$ cat src/rtl/swd_pkg.sv
// Constants for the software watchdog and interrupt enable block
package swd_pkg;
	localparam int ADDR_W = 10;
	localparam int BASE_DIV = 24;
	localparam int EXTRA_DIV = 16;
	localparam int FLAG_CYCLES = 12;
	localparam logic [7:0] IDX_RELOAD = 8'h86;
	localparam logic [7:0] IDX_IRQ_ENABLE_MAIN = 8'hA8;
	localparam logic [7:0] IDX_IP0 = 8'hA9;
	localparam logic [7:0] IDX_IRQ_ENABLE_EXTENDED = 8'hB8;
	localparam logic [ADDR_W-1:0] ADDR_RELOAD = {IDX_RELOAD, 2'h0};
	localparam logic [ADDR_W-1:0] ADDR_IRQ_ENABLE_MAIN = {IDX_IRQ_ENABLE_MAIN, 2'h0};
	localparam logic [ADDR_W-1:0] ADDR_IP0 = {IDX_IP0, 2'h0};
	localparam logic [ADDR_W-1:0] ADDR_IRQ_ENABLE_EXTENDED = {IDX_IRQ_ENABLE_EXTENDED, 2'h0};
	localparam logic [7:0] RST_RELOAD = 8'h00;
	localparam logic [7:0] RST_IRQ_ENABLE_MAIN = 8'h00;
	localparam logic [7:0] RST_IP0 = 8'h00;
	localparam logic [7:0] RST_IRQ_ENABLE_EXTENDED = 8'h00;
	localparam logic [7:0] MASK_IRQ_ENABLE_MAIN = 8'h9F;
	localparam logic [7:0] MASK_IRQ_ENABLE_EXTENDED = 8'h3E;
	localparam logic [7:0] MASK_IP0 = 8'h3F;
	localparam int BIT_GLOBAL = 7;
	localparam int BIT_ARM = 6;
	localparam int BIT_SERIAL0 = 4;
	localparam int BIT_TIMER1 = 3;
	localparam int BIT_EXT1 = 2;
	localparam int BIT_TIMER0 = 1;
	localparam int BIT_EXT0 = 0;
	localparam int BIT_START = 6;
	localparam int BIT_STATUS = 6;
	localparam int BIT_PRESCALE = 7;
	localparam logic [15:0] EXPIRE_VALUE = 16'h7CFF;
	localparam logic [1:0] RESP_OKAY = 2'h0;
	localparam logic [1:0] RESP_DECERR = 2'h3;
endpackage

$ cat src/rtl/swd_axil_slave.sv
// AXI4-Lite slave front end: one write and one read at a time, 8-bit registers
`timescale 1ns/1ps
module swd_axil_slave #(
	parameter int ADDR_W = 10
) (
	input wire logic aclk,
	input wire logic aresetn,
	input wire logic [ADDR_W-1:0] s_axi_awaddr,
	input wire logic [2:0] s_axi_awprot,
	input wire logic s_axi_awvalid,
	output logic s_axi_awready,
	input wire logic [31:0] s_axi_wdata,
	input wire logic [3:0] s_axi_wstrb,
	input wire logic s_axi_wvalid,
	output logic s_axi_wready,
	output logic [1:0] s_axi_bresp,
	output logic s_axi_bvalid,
	input wire logic s_axi_bready,
	input wire logic [ADDR_W-1:0] s_axi_araddr,
	input wire logic [2:0] s_axi_arprot,
	input wire logic s_axi_arvalid,
	output logic s_axi_arready,
	output logic [31:0] s_axi_rdata,
	output logic [1:0] s_axi_rresp,
	output logic s_axi_rvalid,
	input wire logic s_axi_rready,
	output logic wr_en,
	output logic [ADDR_W-1:0] wr_addr,
	output logic [7:0] wr_data,
	input wire logic wr_hit,
	output logic [ADDR_W-1:0] rd_addr,
	input wire logic [7:0] rd_data,
	input wire logic rd_hit
);
	if (ADDR_W < 10) begin : g_bad
		$error("swd_axil_slave: address must be at least 10 bits");
	end

	logic aw_got_q, w_got_q, lane_q, bvalid_q, rvalid_q;
	logic [ADDR_W-1:0] awaddr_q;
	logic [7:0] wdata_q;
	logic [1:0] bresp_q, rresp_q;
	logic [31:0] rdata_q;

	wire aw_take = s_axi_awvalid && s_axi_awready;
	wire w_take = s_axi_wvalid && s_axi_wready;
	wire ar_take = s_axi_arvalid && s_axi_arready;
	wire wr_go = aw_got_q && w_got_q;

	assign s_axi_awready = !aw_got_q && !bvalid_q;
	assign s_axi_wready = !w_got_q && !bvalid_q;
	assign s_axi_arready = !rvalid_q;
	assign s_axi_bvalid = bvalid_q;
	assign s_axi_bresp = bresp_q;
	assign s_axi_rvalid = rvalid_q;
	assign s_axi_rresp = rresp_q;
	assign s_axi_rdata = rdata_q;
	// Only byte lane 0 carries register data
	assign wr_en = wr_go && lane_q;
	assign wr_addr = awaddr_q;
	assign wr_data = wdata_q;
	assign rd_addr = s_axi_araddr;

	always_ff @(posedge aclk) begin
		if (!aresetn) begin
			aw_got_q <= 1'b0;
			w_got_q <= 1'b0;
			lane_q <= 1'b0;
			awaddr_q <= '0;
			wdata_q <= 8'h00;
			bvalid_q <= 1'b0;
			bresp_q <= 2'h0;
		end else begin
			if (aw_take) begin
				aw_got_q <= 1'b1;
				awaddr_q <= s_axi_awaddr;
			end else if (wr_go) begin
				aw_got_q <= 1'b0;
			end
			if (w_take) begin
				w_got_q <= 1'b1;
				wdata_q <= s_axi_wdata[7:0];
				lane_q <= s_axi_wstrb[0];
			end else if (wr_go) begin
				w_got_q <= 1'b0;
			end
			if (wr_go) begin
				bvalid_q <= 1'b1;
				bresp_q <= wr_hit ? swd_pkg::RESP_OKAY : swd_pkg::RESP_DECERR;
			end else if (s_axi_bready) begin
				bvalid_q <= 1'b0;
			end
		end
	end

	always_ff @(posedge aclk) begin
		if (!aresetn) begin
			rvalid_q <= 1'b0;
			rresp_q <= 2'h0;
			rdata_q <= 32'h00000000;
		end else if (ar_take) begin
			rvalid_q <= 1'b1;
			rresp_q <= rd_hit ? swd_pkg::RESP_OKAY : swd_pkg::RESP_DECERR;
			rdata_q <= {24'h000000, rd_data};
		end else if (s_axi_rready) begin
			rvalid_q <= 1'b0;
		end
	end
endmodule

$ cat src/rtl/swd_prescaler.sv
// Watchdog count prescaler: base divider with optional extra stage
`timescale 1ns/1ps
module swd_prescaler #(
	parameter int BASE_DIV = 24,
	parameter int EXTRA_DIV = 16
) (
	input wire logic aclk,
	input wire logic clear,
	input wire logic run,
	input wire logic extra_sel,
	output logic tick
);
	localparam int BW = $clog2(BASE_DIV);
	localparam int EW = $clog2(EXTRA_DIV);

	if (BASE_DIV < 2 || EXTRA_DIV < 2) begin : g_bad
		$error("swd_prescaler: dividers must be at least 2");
	end

	logic [BW-1:0] base_q;
	logic [EW-1:0] extra_q;
	logic [9:0] gap_q;
	logic seen_q;
	wire base_end = base_q == BW'(BASE_DIV - 1);
	wire extra_end = extra_q == EW'(EXTRA_DIV - 1);

	assign tick = run && base_end && (!extra_sel || extra_end);

	always_ff @(posedge aclk) begin
		if (clear || !run) begin
			base_q <= '0;
			extra_q <= '0;
		end else begin
			base_q <= base_end ? '0 : base_q + 1'b1;
			if (base_end) begin
				extra_q <= extra_end ? '0 : extra_q + 1'b1;
			end
		end
	end

	////////////////////////////////////////////////////////////////////////
	// Gap between ticks, seen only by the check below
	always_ff @(posedge aclk) begin
		if (clear || !run) begin
			gap_q <= '0;
			seen_q <= 1'b0;
		end else if (tick) begin
			gap_q <= '0;
			seen_q <= 1'b1;
		end else begin
			gap_q <= gap_q + 1'b1;
		end
	end
endmodule

$ cat src/rtl/swd_top.sv
// Software watchdog with interrupt enable registers, AXI4-Lite register access
`timescale 1ns/1ps
module swd_top #(
	parameter int BASE_DIV = swd_pkg::BASE_DIV,
	parameter int EXTRA_DIV = swd_pkg::EXTRA_DIV,
	parameter int FLAG_CYCLES = swd_pkg::FLAG_CYCLES
) (
	input wire logic aclk,
	input wire logic aresetn,
	input wire logic [swd_pkg::ADDR_W-1:0] s_axi_awaddr,
	input wire logic [2:0] s_axi_awprot,
	input wire logic s_axi_awvalid,
	output logic s_axi_awready,
	input wire logic [31:0] s_axi_wdata,
	input wire logic [3:0] s_axi_wstrb,
	input wire logic s_axi_wvalid,
	output logic s_axi_wready,
	output logic [1:0] s_axi_bresp,
	output logic s_axi_bvalid,
	input wire logic s_axi_bready,
	input wire logic [swd_pkg::ADDR_W-1:0] s_axi_araddr,
	input wire logic [2:0] s_axi_arprot,
	input wire logic s_axi_arvalid,
	output logic s_axi_arready,
	output logic [31:0] s_axi_rdata,
	output logic [1:0] s_axi_rresp,
	output logic s_axi_rvalid,
	input wire logic s_axi_rready,
	input wire logic serial0_irq_req,
	input wire logic timer0_ovf_req,
	input wire logic timer1_ovf_req,
	input wire logic [6:0] ext_irq_req,
	output logic serial0_irq,
	output logic timer0_ovf_irq,
	output logic timer1_ovf_irq,
	output logic [6:0] ext_irq,
	output logic wd_running,
	output logic wd_reset_req
);
	localparam logic [3:0] AGE_LAST = 4'(FLAG_CYCLES - 1);

	if (FLAG_CYCLES < 2 || FLAG_CYCLES > 16) begin : g_bad
		$error("swd_top: flag lifetime must be 2 to 16 cycles");
	end

	////////////////////////////////////////////////////////////////////////
	// Bus front end and address decode
	logic wr_en;
	logic [swd_pkg::ADDR_W-1:0] wr_addr;
	logic [7:0] wr_data;
	logic [swd_pkg::ADDR_W-1:0] rd_addr;
	logic [7:0] rd_data;
	logic wr_hit, rd_hit;

	swd_axil_slave #(
		.ADDR_W(swd_pkg::ADDR_W)
	) u_bus (
		.aclk(aclk),
		.aresetn(aresetn),
		.s_axi_awaddr(s_axi_awaddr),
		.s_axi_awprot(s_axi_awprot),
		.s_axi_awvalid(s_axi_awvalid),
		.s_axi_awready(s_axi_awready),
		.s_axi_wdata(s_axi_wdata),
		.s_axi_wstrb(s_axi_wstrb),
		.s_axi_wvalid(s_axi_wvalid),
		.s_axi_wready(s_axi_wready),
		.s_axi_bresp(s_axi_bresp),
		.s_axi_bvalid(s_axi_bvalid),
		.s_axi_bready(s_axi_bready),
		.s_axi_araddr(s_axi_araddr),
		.s_axi_arprot(s_axi_arprot),
		.s_axi_arvalid(s_axi_arvalid),
		.s_axi_arready(s_axi_arready),
		.s_axi_rdata(s_axi_rdata),
		.s_axi_rresp(s_axi_rresp),
		.s_axi_rvalid(s_axi_rvalid),
		.s_axi_rready(s_axi_rready),
		.wr_en(wr_en),
		.wr_addr(wr_addr),
		.wr_data(wr_data),
		.wr_hit(wr_hit),
		.rd_addr(rd_addr),
		.rd_data(rd_data),
		.rd_hit(rd_hit)
	);

	wire wsel_reload = wr_addr == swd_pkg::ADDR_RELOAD;
	wire wsel_irq_enable_main = wr_addr == swd_pkg::ADDR_IRQ_ENABLE_MAIN;
	wire wsel_ip0 = wr_addr == swd_pkg::ADDR_IP0;
	wire wsel_irq_enable_extended = wr_addr == swd_pkg::ADDR_IRQ_ENABLE_EXTENDED;
	wire rsel_reload = rd_addr == swd_pkg::ADDR_RELOAD;
	wire rsel_irq_enable_main = rd_addr == swd_pkg::ADDR_IRQ_ENABLE_MAIN;
	wire rsel_ip0 = rd_addr == swd_pkg::ADDR_IP0;
	wire rsel_irq_enable_extended = rd_addr == swd_pkg::ADDR_IRQ_ENABLE_EXTENDED;
	assign wr_hit = wsel_reload || wsel_irq_enable_main || wsel_ip0 || wsel_irq_enable_extended;
	assign rd_hit = rsel_reload || rsel_irq_enable_main || rsel_ip0 || rsel_irq_enable_extended;
	wire wr_reload = wr_en && wsel_reload;
	wire wr_irq_enable_main = wr_en && wsel_irq_enable_main;
	wire wr_ip0 = wr_en && wsel_ip0;
	wire wr_irq_enable_extended = wr_en && wsel_irq_enable_extended;

	////////////////////////////////////////////////////////////////////////
	// Registers
	logic [7:0] reload_q, irq_enable_main_q, irq_enable_extended_q, ip0_q;
	logic status_q, running_q, wd_reset_q;
	logic [15:0] cnt_q;
	logic flag_q [2];
	logic [3:0] age_q [2];
	logic tick;

	// Expiry resets everything here except the status flag, the reset request flop and the bus front end
	wire expire = running_q && cnt_q == swd_pkg::EXPIRE_VALUE;
	wire soft_rst = !aresetn || expire;
	wire arm_q = flag_q[0];
	wire start_q = flag_q[1];
	wire arm_set = wr_irq_enable_main && wr_data[swd_pkg::BIT_ARM];
	wire start_set = wr_irq_enable_extended && wr_data[swd_pkg::BIT_START];
	wire refresh = start_set && arm_q;
	wire reload_val = 1'b0;
	wire [1:0] flag_set = {start_set, arm_set};
	wire [1:0] flag_kill = {1'b0, refresh};

	assign rd_data = rsel_reload ? reload_q :
		rsel_irq_enable_main ? (irq_enable_main_q | {1'b0, arm_q, 6'h00}) :
		rsel_ip0 ? (ip0_q | {1'b0, status_q, 6'h00}) :
		rsel_irq_enable_extended ? (irq_enable_extended_q | {1'b0, start_q, 6'h00}) : 8'h00;

	always_ff @(posedge aclk) begin
		if (soft_rst) begin
			reload_q <= swd_pkg::RST_RELOAD;
			irq_enable_main_q <= swd_pkg::RST_IRQ_ENABLE_MAIN;
			irq_enable_extended_q <= swd_pkg::RST_IRQ_ENABLE_EXTENDED;
			ip0_q <= swd_pkg::RST_IP0;
		end else begin
			if (wr_reload) begin
				reload_q <= wr_data;
			end
			if (wr_irq_enable_main) begin
				irq_enable_main_q <= wr_data & swd_pkg::MASK_IRQ_ENABLE_MAIN;
			end
			if (wr_irq_enable_extended) begin
				irq_enable_extended_q <= wr_data & swd_pkg::MASK_IRQ_ENABLE_EXTENDED;
			end
			if (wr_ip0) begin
				ip0_q <= wr_data & swd_pkg::MASK_IP0;
			end
		end
	end

	// Status sees only the external reset, so it outlives its own reset
	always_ff @(posedge aclk) begin
		if (!aresetn) begin
			status_q <= 1'b0;
			wd_reset_q <= 1'b0;
		end else begin
			wd_reset_q <= expire;
			if (expire) begin
				status_q <= 1'b1;
			end else if (wr_ip0 && !wr_data[swd_pkg::BIT_STATUS]) begin
				status_q <= 1'b0;
			end
		end
	end

	////////////////////////////////////////////////////////////////////////
	// Self-clearing arm and start flags; a new set restarts the lifetime
	for (genvar f = 0; f < 2; f++) begin : g_flag
		always_ff @(posedge aclk) begin
			if (soft_rst) begin
				flag_q[f] <= 1'b0;
				age_q[f] <= 4'h0;
			end else if (flag_set[f]) begin
				flag_q[f] <= 1'b1;
				age_q[f] <= 4'h0;
			end else if (flag_q[f] && (age_q[f] == AGE_LAST || flag_kill[f])) begin
				flag_q[f] <= 1'b0;
				age_q[f] <= 4'h0;
			end else if (flag_q[f]) begin
				age_q[f] <= age_q[f] + 4'h1;
			end
		end
	end

	////////////////////////////////////////////////////////////////////////
	// Watchdog counter
	swd_prescaler #(
		.BASE_DIV(BASE_DIV),
		.EXTRA_DIV(EXTRA_DIV)
	) u_presc (
		.aclk(aclk),
		.clear(soft_rst || refresh),
		.run(running_q),
		.extra_sel(reload_q[swd_pkg::BIT_PRESCALE]),
		.tick(tick)
	);

	always_ff @(posedge aclk) begin
		if (soft_rst) begin
			running_q <= 1'b0;
			cnt_q <= 16'h0000;
		end else begin
			if (start_set) begin
				running_q <= 1'b1;
			end
			if (refresh) begin
				cnt_q <= {reload_val, reload_q[6:0], 8'h00};
			end else if (tick) begin
				cnt_q <= cnt_q + 16'h0001;
			end
		end
	end

	assign wd_running = running_q;
	assign wd_reset_req = wd_reset_q;

	////////////////////////////////////////////////////////////////////////
	// Interrupt request gating
	wire global_en = irq_enable_main_q[swd_pkg::BIT_GLOBAL];
	wire [6:0] ext_en = {irq_enable_extended_q[5:1], irq_enable_main_q[swd_pkg::BIT_EXT1], irq_enable_main_q[swd_pkg::BIT_EXT0]};

	assign serial0_irq = serial0_irq_req && global_en && irq_enable_main_q[swd_pkg::BIT_SERIAL0];
	assign timer0_ovf_irq = timer0_ovf_req && global_en && irq_enable_main_q[swd_pkg::BIT_TIMER0];
	assign timer1_ovf_irq = timer1_ovf_req && global_en && irq_enable_main_q[swd_pkg::BIT_TIMER1];
	for (genvar i = 0; i < 7; i++) begin : g_ext
		assign ext_irq[i] = ext_irq_req[i] && global_en && ext_en[i];
	end
endmodule

$ cat config.mk
export PLATFORM = sky130hd
export DESIGN_NAME = swd_top
export DESIGN_NICKNAME = d
export VERILOG_FILES = /design/src/rtl/swd_pkg.sv /design/src/rtl/swd_axil_slave.sv /design/src/rtl/swd_prescaler.sv /design/src/rtl/swd_top.sv
export SDC_FILE = /design/constraint.sdc
export NUM_CORES = 1
export LEC_CHECK = 0
export BUFFER_PORTS_ARGS = -buffer_cell sky130_fd_sc_hd__buf_2
export CORE_UTILIZATION = 56
export DETAILED_ROUTE_END_ITERATION = 8
export GPL_ROUTABILITY_DRIVEN = 0
export GPL_TIMING_DRIVEN = 0
export PLACE_DENSITY = 0.85
export SETUP_SLACK_MARGIN = 0.4
export SLEW_MARGIN = 15
export SYNTH_ARGS = -nofsm -noshare
export SYNTH_HDL_FRONTEND = slang
export SYNTH_SLANG_ARGS = --single-unit
$ cat constraint.sdc
create_clock -name aclk -period 4.9 [get_ports aclk]
set_clock_uncertainty 0.05 [all_clocks]
set_input_delay 0.49 -clock aclk [delete_from_list [all_inputs] [get_ports aclk]]
set_output_delay 0.49 -clock aclk [all_outputs]
set_load 0.1 [all_outputs]
-- Yosys cells after proc, flatten, opt, wreduce, memory -nomap -nowiden
Memories as Yosys holds them, arrays and structs flattened.
Index checks and enable logic that the tools add are counted.
- memories: 2
- output and inout port bits: 53
- RAM bits: 10
- flip-flop bits (word level): 88
- logic and storage cells: 175
- bitwise logic cells: 13
- reductions and logical operators: 67
- equal/unequal tests: 13
- add/subtract/negate cells: 5
- mux-type cells: 54
- memory list (memory ; words ; bits a word ; rd ports ; clocked after Yosys merged registers in ; wr ports ; line ; RTL):
    age_q ; 2 ; 4 ; 2 ; 0 ; 2 ; swd_top.sv:109 ; logic [3:0] age_q [2];
    flag_q ; 2 ; 1 ; 2 ; 0 ; 2 ; swd_top.sv:108 ; logic flag_q [2];
- operator list (cell ; number):
    $eq A10 B10 Y1 const B ; 8
    $logic_and A1 B1 Y1 ; 40
    $mux W1 ; 39
    $mux W15 ; 2
    $mux W4 ; 7
    $add A16 B1 Y16 const B ; 1
    $eq A16 B15 Y1 const B ; 1
    $mux W8 ; 2
    $mux W7 ; 2
    $or A6 B7 Y7 ; 2
    $add A4 B1 Y4 const B ; 3
    $eq A4 B4 Y1 const B ; 3
    $reduce_bool A2 Y1 ; 6
    $logic_or A1 B1 Y1 ; 11
    $or A1 B1 Y1 ; 10
    $logic_not A1 Y1 ; 8
    $or A8 B7 Y8 ; 1
    $add A5 B1 Y5 const B ; 1
    $eq A5 B5 Y1 const B ; 1
    $mux W2 ; 2
    $reduce_or A2 Y1 ; 2

-- Depth between registers and ports, before layout
- depth after elaboration: 13
- mapped depth: 8
- mapped depth without buffers: 6

-- By module
From an unflattened synthesis, not the netlist that was laid out.
- cell total of the unflattened synthesis: 537
- area total of the unflattened synthesis: 4803.4 µm²
- by module, submodules not included (module ; instances ; cells an instance ; area an instance (µm²) ; seq. area each (µm²)):
    swd_top ; 1 ; 306 ; 2892.8 ; 1181.1
    swd_axil_slave ; 1 ; 187 ; 1515.2 ; 660.6
    swd_prescaler ; 1 ; 44 ; 395.4 ; 180.2

-- Worst setup path before layout
No wires, ideal clock.
- path type: flip-flop to flip-flop
- start: reg u_bus.bvalid_q (netlist: u_bus.s_axi_bvalid)
- end: reg u_bus.wdata_q[2] (netlist: u_bus.wr_data[2])
- period minus slack after synthesis: 2985 ps
- stages on the path, launching flop included: 5
- slack: 1915 ps
- arrival: 2803 ps
- path buffers: 0
- cells stage by stage: dfxtp_1 -> nor2_1 -> nand2_1 -> nand2_1 -> a21oi_1
- cells in the longest elaborated chain, start to end: 3
- ends and longest elaborated chain (what ; line ; RTL):
    from (decl) ; swd_axil_slave.sv:39 ; logic aw_got_q, w_got_q, lane_q, bvalid_q, rvalid_q;
    from (signal assigned) ; swd_axil_slave.sv:71 ; bvalid_q <= 1'b0;
    from (signal assigned) ; swd_axil_slave.sv:88 ; bvalid_q <= 1'b1;
    from (signal assigned) ; swd_axil_slave.sv:91 ; bvalid_q <= 1'b0;
    $logic_not A1 Y1 ; swd_axil_slave.sv:51 ; assign s_axi_wready = !w_got_q && !bvalid_q;
    $logic_and A1 B1 Y1 ; swd_axil_slave.sv:51 ;
    net s_axi_wready ; swd_top.sv:17 ; output logic s_axi_wready,
    $logic_and A1 B1 Y1 ; swd_axil_slave.sv:46 ; wire w_take = s_axi_wvalid && s_axi_wready;
    to (signal assigned) ; swd_axil_slave.sv:82 ; wdata_q <= s_axi_wdata[7:0];
    to (decl) ; swd_axil_slave.sv:41 ; logic [7:0] wdata_q;
The timed path passes the listed nets, and every way through them passes these cells.
A chain may end at the register's enable or synchronous reset.

-- Worst setup path after layout
- start: reg irq_enable_main_q[7]
- end: out ext_irq[0]
- cells in the longest elaborated chain, start to end: 2
- ends and longest elaborated chain (what ; line ; RTL):
    from (decl) ; swd_top.sv:105 ; logic [7:0] reload_q, irq_enable_main_q, irq_enable_extended_q, ip0_q;
    from (signal assigned) ; swd_top.sv:132 ; irq_enable_main_q <= swd_pkg::RST_IRQ_ENABLE_MAIN;
    from (signal assigned) ; swd_top.sv:140 ; irq_enable_main_q <= wr_data & swd_pkg::MASK_IRQ_ENABLE_MAIN;
    $logic_and A1 B1 Y1 (2 in a row) ; swd_top.sv:226 ; assign ext_irq[i] = ext_irq_req[i] && global_en && ext_en[i];
    to (decl) ; swd_top.sv:36 ; output logic [6:0] ext_irq,
Every way passes these cells.

==> results.cfg <==
[placement]
portBuffers = 73
dp_hpwl_um = 7640
placed_cell_area_sq_um = 5250
dpl_worst_slack_ns = 2.80

[clocking]
cts_resized = 0
htreeDepth = 3
clk_pin_slew_ns = 0.10
worst_skew_pair.late_latency_ns = 0.36
cts_setup_buffers = 0
cts_made_buffers = 9
cts_root_buf = clkbuf_8
cts.sinks = 96
cts_tree = done
hold_buffers = 0
ctsLongestPathBuffers = 2

[pwr]
peakVddDrop_v = 0.000209
p_leak_nw = 2.40
p_per_area_nw_per_um2 = 302
report.power.total_mw = 1.65

[synthesis]
ys_seq_elements = 96
synthXorXnorAreaFrac = 0.0357
yosys.area.top_type_share = 0.369
synth_compound_area_frac = 0.126
synth.avg_cell_area_sq_um = 9.02
synthArstFlopShare = 0
muxShareOfSynthArea = 0.0601
yosys_most_used_dff = dfxtp_1
synth-simple-area-share = 0.258
syn-cell-area_sq_um = 4670
synthCells = 517
synth_top_family_by_area = simple AND/OR/NAND/NOR gates
synth.area.top_cells = dfxtp_1, edfxtp_1, mux2i_1, nand2_1, nor2_1
synthDistinctLibCells = 64
yosys.area_share.adder = 0.0134
synth_edf_count = 10
synth.most_common_cell = dfxtp_1
yosys.area.top_type = dfxtp_1
synth_common_cells = dfxtp_1, nand2_1, nor2_1
synth-seq-area-share = 0.433
synth_warnings = 0

[grt]
grt_use_met3 = 0.0325
met1_usage = 0.319
grt_usage = 0.243
grt-busiest-layer = met2
overflow = 0
grt_pass1_vias = 3555
grt_max_degree = 18
antenna_found_initial = 0
gr-usage-met2 = 0.404
grt_pass1_wl_um = 16600

[setup_path]
cp-end-kind = output port
required_ns = 4.36
cp.depth = 3
cpPeakStageDelay_ns = 0.43
crit_arrival_ns = 1.74
start_kind = flip-flop
worst_path_max_delay_cell = buf_2
critPathBufInv = 2
worst-setup-path-type = flip-flop to output port
path_cells = clkbuf_1 -> and3_1 -> buf_2
path_max_fanout = 10
worstRegToRegCells = 6
path_delay_family = buffers and inverters

[sta]
slew-limit-headroom = 0.531
whs_ns = 0.263
setup_viol = 0
hold_viol = 0
finalCritPeriodShare = 0.466
rsz0062_at_grt = false
fin_setup_tns_ns = 0
slew_viol_final = 0
clock.fmax_mhz = 438
min_period_ns = 2.28
layout_setup_ws_ns = 2.62
tightest_slew_ns = 0.698

[die]
dieWidth_um = 93.3
die-area_sq_um = 8700
coreArea_sq_um = 7890
io_pins = 132
rows = 32
die_h_um = 93.3
initial_core_util = 0.592

[route]
wire_per_inst_um = 13.9
drcViolationCount = 0
postRouteAntennaNets = 0
viasPerCell = 5.43
drt_iter0_drc = 177
wl_um = 10200
firstDrtPassIters = 5
vias = 3968

[layout]
drive_above_1_share = 0.238
stdcell_area_sq_um = 5450
antenna_cells = 0
num-fill-cells = 612
nets = 708
syn2layout_area_growth_pct = 16.8

[hold_path]
min-delay-path-class = input pin to flip-flop
holdPathStages = 2

[run]
cap_violations = 0

[status]
status = complete, no violations
## final cells by class
| cell class | count | area, sq um | area share |
|---|---|---|---|
| multi-input combinational | 392 | 2390 | 0.438 |
| sequential | 96 | 2020 | 0.371 |
| timing repair buffer | 73 | 365 | 0.0671 |
| buffer | 45 | 315 | 0.0579 |
| tap | 102 | 128 | 0.0234 |
| clock buffer | 9 | 124 | 0.0227 |
| clock inverter | 7 | 78.8 | 0.0145 |
| inverter | 7 | 26.3 | 0.00482 |
## kinds of logic (layout without fill, tap and decap cells)
| family | after synthesis | after routing |
|---|---|---|
| compound gates | 89 | 89 |
| xor+xnor | 19 | 19 |
| fa+ha+maj | 5 | 5 |
| buf+inv | 52 | 141 |
| flops | 96 | 96 |
| mux | 28 | 28 |
| other cells | 1 | 24 |
| simple gates | 227 | 227 |
## worst paths after layout
| path | start | to | slack [ns] |
|---|---|---|---|
| hold reg to reg | u_bus.s_axi_rdata[7] | u_bus.s_axi_rdata[7] | 0.42 |
| setup / recovery | irq_enable_main_q[7] | ext_irq[0] | 2.62 |
| hold / removal | s_axi_rready | u_bus.s_axi_rvalid | 0.26 |
| setup reg to reg | cnt_q[11] | age_q[1][1] | 2.76 |
## registers in the layout (all words and copies together), names as in the netlist, 2 cells and up
signal	cells
u_bus.s_axi_rdata	8
ip0_q	6
u_bus.wr_addr	10
irq_enable_extended_q	5
u_presc.base_q	5
age_q	8
flag_q	2
u_presc.extra_q	4
irq_enable_main_q	6
cnt_q	16
reload_q	8
u_bus.wr_data	8
## layout by cell type, fill, tap and decap left out, types with 13 or more instances in the layout
cell type	instances
buf_2	76
and3_1	15
conb_1	24
mux2i_1	28
xnor2_1	13
nor2_1	68
dfxtp_1	86
a21oi_1	37
o21ai_0	22
buf_4	26
nand2_1	72
## stage by stage
stage / util / cells
2_1_floorplan: - / 540
3_3_place_gp: 0.665 / 715
3_5_place_dp: 0.665 / 715
4_1_cts: 0.691 / 731
5_1_grt: 0.691 / 731
6_report: 0.691 / 731
## routing by layer
metal  vias to the layer above  routed length [um]
met5                         -                   0
met3                        19                 574
met4                         0                 204
li1                       1974                   -
met2                       150                4820
met1                      1825                4590
## report_power, final
group	leakage (nW)	internal, mW	switching, mW
combinational	1.50	0.0630	0.216
clock	0.0982	0.242	0.288
sequential	0.805	0.816	0.0207
(Power assumes the default switching activity.)
